## src/prot_pkg.sv

```systemverilog
// package: constants and carrier types for the motor protection supervisor
package prot_pkg;

	// lock-detection interval in oscillator periods
	localparam int unsigned LOCK_PERIODS = 256;
	localparam int unsigned LOCK_CNT_W = 9;
	localparam logic [LOCK_CNT_W-1:0] LOCK_TERM = 9'h100;
	localparam logic [LOCK_CNT_W-1:0] LOCK_CNT_RST = 9'h000;

	// overcurrent pwm blanking time in ns, and derived cycle count at 10 mhz
	localparam int unsigned CLK_PERIOD_NS = 100;
	localparam int unsigned OC_OFF_NS = 40000;
	localparam int unsigned OC_OFF_CYC = (OC_OFF_NS + CLK_PERIOD_NS - 1) / CLK_PERIOD_NS;
	localparam int unsigned OC_CNT_W = 9;
	localparam logic [OC_CNT_W-1:0] OC_LOAD = OC_CNT_W'(OC_OFF_CYC);
	localparam logic [OC_CNT_W-1:0] OC_CNT_RST = 9'h000;

	// bridge drive state as seen by the gate driver
	typedef enum logic [2:0] {
		DRV_NORMAL = 3'h0,
		DRV_PWM_HOLD = 3'h1,
		DRV_FREE_RUN = 3'h2,
		DRV_SHORT_BRAKE = 3'h3,
		DRV_ALL_OFF = 3'h4
	} drive_t;

	// stall supervisor states, gray along run -> free-run -> standby
	typedef enum logic [1:0] {
		ST_RUN = 2'h0,
		ST_FREE = 2'h1,
		ST_STANDBY = 2'h3
	} stall_t;

	// gate-level outputs, one bit per phase
	typedef struct packed {
		logic [2:0] high_on;
		logic [2:0] low_on;
		logic pwm_en;
	} bridge_t;

	localparam bridge_t BRIDGE_RST = '{high_on: 3'h0, low_on: 3'h7, pwm_en: 1'b0};

endpackage

```

## src/motor_protection_supervisor.sv

```systemverilog
// motor_protection_supervisor: decides the bridge drive state from protection inputs
//
// Contract
// [RULE_01] overcurrent holds pwm off, then auto resumes
// [RULE_02] no rotation pulse for interval enters stall
// [RULE_03] stall drives free-run: one high on
// [RULE_04] same interval times free-run to standby
// [RULE_05] grounded timer pin disables stall and standby
// [RULE_06] overtemperature turns all outputs off until cleared
// [RULE_07] undervoltage forces short brake until released
// [RULE_08] interval is 256 oscillator periods counted
// [RULE_09] all-off outranks free-run and short brake
`timescale 1ns/1ps
module motor_protection_supervisor
	import prot_pkg::*;
(
	// clock and reset
	input wire logic i_clk,
	input wire logic i_rst,
	// analog comparator flags and pins, all asynchronous
	input wire logic i_current_sense_over,
	input wire logic i_hall_pulse,
	input wire logic i_lock_timer_cap_input,
	input wire logic i_lock_timer_grounded,
	input wire logic i_over_temp,
	input wire logic i_undervoltage,
	// host control pins
	input wire logic i_direction,
	input wire logic i_brake_request,
	// bridge drive
	output bridge_t o_bridge,
	output drive_t o_drive_state,
	output logic o_standby_state
);
	localparam int NPIN = 8;
	logic [NPIN-1:0] pin_raw;
	logic [NPIN-1:0] pin_s;
	logic oc_s, hall_s, osc_s, gnd_s, ot_s, uv_s, dir_s, brk_s;

	assign pin_raw = {i_current_sense_over, i_hall_pulse, i_lock_timer_cap_input,
		i_lock_timer_grounded, i_over_temp, i_undervoltage, i_direction, i_brake_request};

	// every pin passes two flip-flops before use
	sync2 #(.W(NPIN)) u_sync (
		.i_clk(i_clk),
		.i_rst(i_rst),
		.i_d(pin_raw),
		.o_q(pin_s)
	);
	assign {oc_s, hall_s, osc_s, gnd_s, ot_s, uv_s, dir_s, brk_s} = pin_s;

	// edge history of synchronised pins
	logic hall_d_ff, osc_d_ff, dir_d_ff;
	logic hall_edge, osc_edge, dir_edge;
	always_ff @(posedge i_clk) begin
		if (i_rst) begin
			hall_d_ff <= 1'b0;
			osc_d_ff <= 1'b0;
			dir_d_ff <= 1'b0;
		end else begin
			hall_d_ff <= hall_s;
			osc_d_ff <= osc_s;
			dir_d_ff <= dir_s;
		end
	end
	assign hall_edge = hall_s & ~hall_d_ff;
	assign osc_edge = osc_s & ~osc_d_ff;
	assign dir_edge = dir_s ^ dir_d_ff;

	// overcurrent blanking timer; a new trip while counting restarts nothing
	logic [OC_CNT_W-1:0] oc_cnt_ff, nxt_oc_cnt;
	logic oc_hold;
	always_comb begin
		nxt_oc_cnt = oc_cnt_ff;
		if (oc_cnt_ff != OC_CNT_RST) begin
			nxt_oc_cnt = oc_cnt_ff - 9'h001; // see [RULE_01]
		end else if (oc_s) begin
			nxt_oc_cnt = OC_LOAD; // see [RULE_01]
		end
	end
	always_ff @(posedge i_clk) begin
		if (i_rst) begin
			oc_cnt_ff <= OC_CNT_RST;
		end else begin
			oc_cnt_ff <= nxt_oc_cnt;
		end
	end
	assign oc_hold = (oc_cnt_ff != OC_CNT_RST);

	// stall supervisor: lock interval counts oscillator edges, hall edges restart it
	stall_t stall_ff, nxt_stall;
	logic [LOCK_CNT_W-1:0] lock_cnt_ff, nxt_lock_cnt;
	logic release_stall;
	logic lock_done;
	assign release_stall = dir_edge | brk_s | uv_s | gnd_s;
	assign lock_done = (lock_cnt_ff == LOCK_TERM); // see [RULE_08]
	always_comb begin
		nxt_stall = stall_ff;
		nxt_lock_cnt = lock_cnt_ff;
		if (release_stall) begin
			// grounded timer pin keeps supervisor idle; no stall, no standby
			nxt_stall = ST_RUN; // see [RULE_05]
			nxt_lock_cnt = LOCK_CNT_RST;
		end else begin
			unique case (stall_ff)
				ST_RUN: begin
					if (hall_edge) begin
						nxt_lock_cnt = LOCK_CNT_RST;
					end else if (lock_done) begin
						nxt_stall = ST_FREE; // see [RULE_02]
						nxt_lock_cnt = LOCK_CNT_RST;
					end else if (osc_edge) begin
						nxt_lock_cnt = lock_cnt_ff + 9'h001; // see [RULE_08]
					end
				end
				ST_FREE: begin
					// motor at rest means no hall edges for a full interval
					if (hall_edge) begin
						nxt_lock_cnt = LOCK_CNT_RST;
					end else if (lock_done) begin
						nxt_stall = ST_STANDBY; // see [RULE_04]
					end else if (osc_edge) begin
						nxt_lock_cnt = lock_cnt_ff + 9'h001;
					end
				end
				ST_STANDBY: begin
					nxt_lock_cnt = LOCK_CNT_RST;
				end
				default: begin
					nxt_stall = ST_RUN;
					nxt_lock_cnt = LOCK_CNT_RST;
				end
			endcase
		end
	end
	always_ff @(posedge i_clk) begin
		if (i_rst) begin
			stall_ff <= ST_RUN;
			lock_cnt_ff <= LOCK_CNT_RST;
		end else begin
			stall_ff <= nxt_stall;
			lock_cnt_ff <= nxt_lock_cnt;
		end
	end

	// output priority: all-off, then short brake, then free-run, then pwm hold
	drive_t drive_ff, nxt_drive;
	bridge_t bridge_ff, nxt_bridge;
	logic stby_ff, nxt_stby;
	logic [1:0] settle_ff, nxt_settle;
	always_comb begin
		nxt_bridge = '{high_on: 3'h0, low_on: 3'h0, pwm_en: 1'b1};
		nxt_drive = DRV_NORMAL;
		if (ot_s) begin
			nxt_drive = DRV_ALL_OFF; // see [RULE_06] [RULE_09]
			nxt_bridge = '{high_on: 3'h0, low_on: 3'h0, pwm_en: 1'b0};
		end else if (uv_s) begin
			nxt_drive = DRV_SHORT_BRAKE; // see [RULE_07]
			nxt_bridge = '{high_on: 3'h0, low_on: 3'h7, pwm_en: 1'b0};
		end else if (stall_ff != ST_RUN) begin
			nxt_drive = DRV_FREE_RUN; // see [RULE_03]
			nxt_bridge = '{high_on: 3'h1, low_on: 3'h0, pwm_en: 1'b0};
		end else if (oc_hold) begin
			nxt_drive = DRV_PWM_HOLD; // see [RULE_01]
			nxt_bridge.pwm_en = 1'b0;
		end
		nxt_stby = (stall_ff == ST_STANDBY); // see [RULE_04]
		// synchronisers read fault-free just after reset; keep the safe brake
		// until they hold real pin levels, else a lockout could see drive for two cycles
		nxt_settle = {settle_ff[0], 1'b1};
		if (!settle_ff[1]) begin
			nxt_drive = DRV_SHORT_BRAKE; // see [RULE_07]
			nxt_bridge = BRIDGE_RST;
		end
	end
	always_ff @(posedge i_clk) begin
		if (i_rst) begin
			drive_ff <= DRV_SHORT_BRAKE;
			bridge_ff <= BRIDGE_RST;
			stby_ff <= 1'b0;
			settle_ff <= 2'h0;
		end else begin
			drive_ff <= nxt_drive;
			bridge_ff <= nxt_bridge;
			stby_ff <= nxt_stby;
			settle_ff <= nxt_settle;
		end
	end
	assign o_bridge = bridge_ff;
	assign o_drive_state = drive_ff;
	assign o_standby_state = stby_ff;

	// checks
	property p_oc_hold;
		@(posedge i_clk) disable iff (i_rst)
		(oc_s && !oc_hold) |=> oc_hold [*8];
	endproperty
	a_oc_hold: assert property (p_oc_hold) else $error("pwm hold too short"); // see [RULE_01]

	property p_stall_enter;
		@(posedge i_clk) disable iff (i_rst)
		(stall_ff == ST_RUN && lock_done && !release_stall && !hall_edge) |=> stall_ff == ST_FREE;
	endproperty
	a_stall_enter: assert property (p_stall_enter) else $error("stall not entered"); // see [RULE_02]

	property p_free_run;
		@(posedge i_clk) disable iff (i_rst)
		(stall_ff != ST_RUN && !ot_s && !uv_s) |=> o_bridge.high_on == 3'h1 && o_bridge.low_on == 3'h0;
	endproperty
	a_free_run: assert property (p_free_run) else $error("free-run pattern wrong"); // see [RULE_03]

	property p_standby;
		@(posedge i_clk) disable iff (i_rst)
		(stall_ff == ST_STANDBY) |=> o_standby_state;
	endproperty
	a_standby: assert property (p_standby) else $error("standby flag missing"); // see [RULE_04]

	property p_gnd_off;
		@(posedge i_clk) disable iff (i_rst)
		gnd_s |=> stall_ff == ST_RUN ##1 !o_standby_state;
	endproperty
	a_gnd_off: assert property (p_gnd_off) else $error("stall active with timer grounded"); // see [RULE_05]

	property p_all_off;
		@(posedge i_clk) disable iff (i_rst)
		ot_s |=> o_bridge.high_on == 3'h0 && o_bridge.low_on == 3'h0 && o_drive_state == DRV_ALL_OFF;
	endproperty
	a_all_off: assert property (p_all_off) else $error("outputs on during overtemperature"); // see [RULE_06] [RULE_09]

	property p_short_brake;
		@(posedge i_clk) disable iff (i_rst)
		(uv_s && !ot_s) |=> o_bridge.low_on == 3'h7 && o_bridge.high_on == 3'h0;
	endproperty
	a_short_brake: assert property (p_short_brake) else $error("undervoltage not braking"); // see [RULE_07]

	property p_lock_bound;
		@(posedge i_clk) disable iff (i_rst)
		lock_cnt_ff <= LOCK_TERM;
	endproperty
	a_lock_bound: assert property (p_lock_bound) else $error("lock counter past 256"); // see [RULE_08]
endmodule // motor_protection_supervisor

```

## src/sync2.sv

```systemverilog
// sync2: per-bit two flip-flop synchroniser for pin inputs
`timescale 1ns/1ps
module sync2 #(
	parameter int W = 1
) (
	// clock and reset
	input wire logic i_clk,
	input wire logic i_rst,
	// asynchronous input and synchronised output
	input wire logic [W-1:0] i_d,
	output logic [W-1:0] o_q
);
	logic [W-1:0] meta_ff;
	logic [W-1:0] q_ff;

	// first stage is read only by the second
	genvar g;
	generate
		for (g = 0; g < W; g++) begin : g_bit
			always_ff @(posedge i_clk) begin
				if (i_rst) begin
					meta_ff[g] <= 1'b0;
					q_ff[g] <= 1'b0;
				end else begin
					meta_ff[g] <= i_d[g];
					q_ff[g] <= meta_ff[g];
				end
			end
		end
	endgenerate

	assign o_q = q_ff;
endmodule // sync2
```

## config.mk

```make
export PLATFORM = sky130hd
export DESIGN_NAME = motor_protection_supervisor
export DESIGN_NICKNAME = d
export VERILOG_FILES = /design/src/prot_pkg.sv /design/src/motor_protection_supervisor.sv /design/src/sync2.sv
export SDC_FILE = /design/constraint.sdc
export NUM_CORES = 1
export LEC_CHECK = 0
export BUFFER_PORTS_ARGS = -buffer_cell sky130_fd_sc_hd__buf_4
export CORE_UTILIZATION = 45
export CTS_CLUSTER_DIAMETER = 50
export DETAILED_ROUTE_END_ITERATION = 8
export GPL_TIMING_DRIVEN = 0
export SLEW_MARGIN = 15
export SYNTH_ARGS = -nofsm -noshare
export SYNTH_HDL_FRONTEND = slang
export SYNTH_SLANG_ARGS = --single-unit
export TNS_END_PERCENT = 1
```

## constraint.sdc

```tcl
create_clock -name i_clk -period 3.7 [get_ports i_clk]
set_clock_uncertainty 0.1 [all_clocks]
set_input_delay 0.185 -clock i_clk [delete_from_list [all_inputs] [get_ports i_clk]]
set_output_delay 0.185 -clock i_clk [all_outputs]
set_load 0.02 [all_outputs]
```

==> results of run 1 <==
==> cells by family (layout without fill, tap and decap cells) <==
family / Yosys count / in the layout
AOI/OAI and AO/OA: 26 / 26
adders and majority gates: 3 / 3
other: 1 / 2
and+or+nand+nor: 85 / 85
DFF: 48 / 48
buffers and inverters: 18 / 49
xor gates and xnor gates: 7 / 7
==> registers in the layout (all words and copies together), names as in the netlist <==
name,flops
stall_ff,2
dir_d_ff,1
hall_d_ff,1
o_bridge,3
osc_d_ff,1
u_sync.o_q,8
o_drive_state,3
lock_cnt_ff,9
settle_ff,2
o_standby_state,1
u_sync.meta_ff,8
oc_cnt_ff,9
==> through the flow <==
step / util / area (µm²) / power (W)
floorplan: - / 1830 / 0.000892
finish: 0.574 / 2160 / 0.00126
detailed placement: 0.536 / 2020 / 0.000963
global route: 0.574 / 2160 / 0.00136
CTS: 0.574 / 2160 / 0.00128
global placement: 0.536 / 2020 / 0.000947
==> worst min-delay path by stage <==
stage | startpoint | slack [ps] | endpoint | depth (start not counted)
global route | i_hall_pulse | 20 | u_sync.meta_ff[6] | 2
global placement | i_direction | 290 | u_sync.meta_ff[1] | 2
CTS | i_hall_pulse | 0.6 | u_sync.meta_ff[6] | 2
finish | i_lock_timer_grounded | 20 | u_sync.meta_ff[4] | 2
floorplan | i_rst | 180 | settle_ff[0] | 1
detailed placement | i_undervoltage | 300 | u_sync.meta_ff[2] | 2
==> final cells by class <==
| type | instances | area (µm²) |
|---|---|---|
| Tap cell | 48 | 60.1 |
| Buffer | 10 | 57.6 |
| Sequential cell | 48 | 961 |
| Clock buffer | 8 | 90.1 |
| Timing Repair Buffer | 23 | 185 |
| Fill cell | 327 | 1610 |
| Multi-Input combinational cell | 123 | 779 |
| Inverter | 8 | 30.0 |
==> synth_stat cells (2+ instances only) <==
| cell | number |
|---|---|
| a21oi_1 | 10 |
| a31oi_1 | 2 |
| and2_1 | 3 |
| and3_1 | 3 |
| and4b_1 | 2 |
| buf_4 | 5 |
| clkbuf_1 | 3 |
| dfxtp_1 | 48 |
| ha_1 | 3 |
| inv_1 | 8 |
| nand2_1 | 10 |
| nand2b_1 | 3 |
| nand3_1 | 5 |
| nand4_1 | 3 |
| nor2_1 | 11 |
| nor2b_1 | 23 |
| nor3_1 | 2 |
| nor4_1 | 5 |
| nor4b_1 | 2 |
| o21a_1 | 3 |
| o21ai_0 | 4 |
| or2_2 | 3 |
| or3_1 | 2 |
| or4_1 | 2 |
| xor2_1 | 7 |
==> layout by cell type (no fill, tap or decap), types with 6 or more instances in the layout <==
cell type and count:
dfxtp_1 48, xor2_1 7, nand2_1 10, buf_4 23
clkbuf_8 6, nor2b_1 23, inv_1 8, a21oi_1 10
nor2_1 11
==> report_power, final <==
group	switching, W	internal, W
registers	0.0000470	0.000571
clock network	0.000153	0.000152
logic	0.000167	0.000169
total	0.000367	0.000893
==> layer usage <==
metal	routed length, µm	vias to the layer above
met5	0	-
met4	87	0
met3	87	10
met2	1460	19
met1	1420	612
li1	-	698
==> out/qor.csv, run 1 <==
metric;value;unit
row_count;22;
start_util;0.484;
p_leak;0.883;nW
area_growth;18.6;%
arrival;2160;ps
path_cells;inv_1, ha_1, or4b_1, buf_2, nor3_4, buf_4, nor4_1, or2_2;
slew_headroom;0.566;
period_share;0.562;
wl_per_cell;11.4;µm
diodes;0;
use_met3;0.0365;
rsz0062_at_grt;false;
setup_viol_count_final;0;
crit_family;simple AND/OR/NAND/NOR gates;
layout-drive-gt1-share;0.168;
cts_setup_buffers;0;
die_h;65.7;µm
die_area;4310;µm²
synth_area_per_cell;9.70;µm²
io_buffers;18;
synth.largest_area_cell;dfxtp_1;
met1_usage;0.186;
synth_cells;188;
yosys_register_bits;48;
drt_iter0_markers;32;
nNetsFinal;232;
startpoint;oc_cnt_ff[0];
syn-cell-area;1820;µm²
ys_seq_area_frac;0.527;
cts_tree;yes;
ff2ff_setup_slack;1620;ps
synth_top_family_by_area;simple AND/OR/NAND/NOR gates;
reg2reg_from;oc_cnt_ff[0];
path_clk_slew;80;ps
criticalPathCategory;reg -> reg;
grt_overflow;0;
place_inst;255;
yosys-mux-area-fraction;0;
synth_fa_ha_area_frac;0.0206;
synth-compound-area-share;0.0912;
fin_tns_setup;0;ps
whs;15.2;ps
grt_usage;0.167;
worst-path-buf-inv;3;
rr_endpoint;o_drive_state[0];
period_needed;2080;ps
synth_top_area_share;0.527;
vias_per_cell;5.00;
die_x;65.7;µm
grt_use_met2;0.287;
grt_pass1_vias;1348;
io_pins;21;
power.density;583;nW/µm²
num_vias;1339;
numCtsBuffers;5;
async_flop_share;0;
drcViolationCount;0;
end_kind;register;
synth_xor_area_frac;0.0336;
cts_hold_buf;5;
grt_max_degree;14;
worst_pin_slew;648;ps
yosys-top-cells-area;dfxtp_1 (53%), nor2b_1 (7.9%), xor2_1 (3.4%);
cts_root_buf;clkbuf_8;
setup_ws;1620;ps
htree_num_levels;2;
cp-start-kind;register;
yosys_warnings;0;
synth-simple-area-share;0.278;
ctsResizeCount;0;
fmax;481;MHz
vdd_drop_max;481;µV
hold_path_class;in -> reg;
worstRegToRegCells;8;
clock-sinks;48;
endpoint;o_drive_state[0];
finalHoldViolCount;0;
gp_congestion;0.767;
core-area;3770;µm²
drt_pass1_iterations;4;
totalWireLength;3050;µm
path_depth;8;
ant_nets;0;
antenna_found_initial;0;
grt_pass1_wl;5420;µm
slew_violations;0;
max_stage_delay;430;ps
max_cap_violations;0;
slowest_stage;or4b_1;
crit_required;3780;ps
clock_latency;290;ps
top_usage_layer;met2;
post-place-ws;1630;ps
synth_cell_type_count;41;
fin_cells;268;
max-clock-path-buffers;2;
dp_hpwl;2240;µm
ys.flop_type;dfxtp_1;
crit_fanout;10;
synth_edf_count;0;
status;complete, no violations;
Power figures use the tool's default switching activity.
==> inputs of run 2 (changes only) <==
- clock period: 3.7 -> 2 ns (I/O delays scaled with it)
==> run 2 against run 1 <==
The flow now finishes with violations (setup timing). Non-clock buffer count grew 10. Sequential power is 88% higher. Register-to-register slack got worse by 1600 ps. Cell count is 3.7% higher. Critical path type unchanged.
==> out/qor.csv, run 2 (same netlist as run 1, synthesis figures left out) <==
metric;value;unit;change
final_common_cell;dfxtp_1;;
io_pins;21;;unchanged
drt_iter0_markers;29;;-9.4%
clock_latency;290;ps;about the same
drt_pass1_iterations;4;;unchanged
num_vias;1377;;+2.8%
status;finished, violations left;;
totalWireLength;3220;µm;+5.4%
layout-drive-gt1-share;0.209;;+0.0405
end_kind;register;;
crit_required;2080;ps;-1700 ps
vias_per_cell;4.95;;-0.86%
utilization;0.602;;+0.0285
row_count;22;;unchanged
start_util;0.484;;unchanged
numCtsBuffers;5;;unchanged
fillers;318;;-2.8%
setup_viol_count_final;2;;+2
ant_nets;0;;unchanged
ff_latch_area;963;µm²;+0.26%
antenna_found_initial;0;;unchanged
slew_violations;0;;unchanged
power.density;1100;nW/µm²;+88%
cts_tree;yes;;
hold_path_class;in -> reg;;
drcViolationCount;0;;unchanged
path_clk_slew;80;ps;about the same
cts_root_buf;clkbuf_8;;
grt_usage;0.173;;+0.00661
grt_max_degree;14;;unchanged
p_leak;0.933;nW;+5.7%
post-place-ws;-70.3;ps;-1700 ps
dp_hpwl;2240;µm;unchanged
grt_pass1_vias;1399;;+3.8%
reg_top3;lock_cnt_ff: 9 flops, oc_cnt_ff: 9 flops;;
area_growth;24.5;%;
period_needed;2000;ps;-73.4 ps
vdd_drop_max;882;µV;+83%
die_area;4310;µm²;unchanged
gp_congestion;0.767;;unchanged
nNetsFinal;242;;+4.3%
final_cell_mix;dfxtp_1 (46), buf_4 (28), nor2b_1 (23), nor2_1 (11), nand2_1 (10);;
total_power;0.00249;W;+97%
criticalPathCategory;reg -> reg;;
clock-sinks;48;;unchanged
die_h;65.7;µm;unchanged
diodes;0;;unchanged
grt_pass1_wl;5630;µm;+4.0%
crit_fanout;8;;-2
rsz0062_at_grt;true;;
fmax;499;MHz;+3.7%
die_x;65.7;µm;unchanged
wl_per_cell;11.6;µm;+1.6%
cp-start-kind;register;;
grt_overflow;0;;unchanged
failed_checks;setup timing;;
io_buffers;18;;unchanged
htree_num_levels;2;;unchanged
max-clock-path-buffers;2;;unchanged
core-area;3770;µm²;unchanged
setup_ws;-4.81;ps;-1630 ps
max_cap_violations;0;;unchanged
multiInputGateArea;790;µm²;+1.3%
period_share;1.00;;+0.441
finalHoldViolCount;0;;unchanged
arrival;2090;ps;-70 ps
-- run 2: final timing paths --
path,slack (ps),from,cells past startpoint,end
hold reg to reg,340,u_sync.meta_ff[4],1,u_sync.o_q[4]
setup reg to reg,-5,oc_cnt_ff[0],8,o_drive_state[0]
setup / recovery,-5,oc_cnt_ff[0],8,o_drive_state[0]
hold / removal,130,i_rst,4,stall_ff[0]
-- run 2: through the flow --
step / TNS (ps) / instance area (µm²) / hold slack, ps / std cells
final: -7.87 / 2270 / 130 / 278
after detailed placement: -110 / 2020 / 220 / 255
after global routing: -396 / 2270 / 153 / 278
after floorplan: 0 / 1830 / 97.3 / 189
after global placement: -67.8 / 2020 / 210 / 255
after CTS: -20.9 / 2250 / 128 / 275
-- run 2: layer usage --
metal | part of all wire | vias to the layer above | GRT usage
li1 | - | 718 | -
met1 | 0.45 | 631 | 0.188
met2 | 0.50 | 18 | 0.307
met3 | 0.025 | 10 | 0.0365
met4 | 0.027 | 0 | 0.0978
met5 | 0 | - | 0
-- run 2: critical path, cell delays in order, from the launching register on --
cell	delay, ps
dfxtp_2	350
inv_1	60
ha_2	160
or4b_4	450
buf_6	150
nor3_4	140
buf_6	160
nor4_1	50
or2_2	280
-- run 2: area by class of cell --
class                   instances  share of cell area
plain buffers                  10              0.0298
clock buffers                   8              0.0397
inverters                       8              0.0132
multi-input cells             123               0.348
flip-flops and latches         48               0.424
well taps                      48              0.0264
repair buffers                 33               0.119
-- run 2: timing repair --
item	4_1_cts	5_1_grt
hold buffers	9	0
setup endpoints to repair	3	13
hold endpoints to repair	10	0
pin swaps	1	1
buffers inserted	3	3
resized for setup	8	0
-- run 2: report_power, final --
group	switching (W)	internal (W)	total, W
clock	0.000283	0.000282	0.000565
combinational	0.000341	0.000424	0.000765
sequential	0.0000956	0.00106	0.00116
total	0.000720	0.00177	0.00249
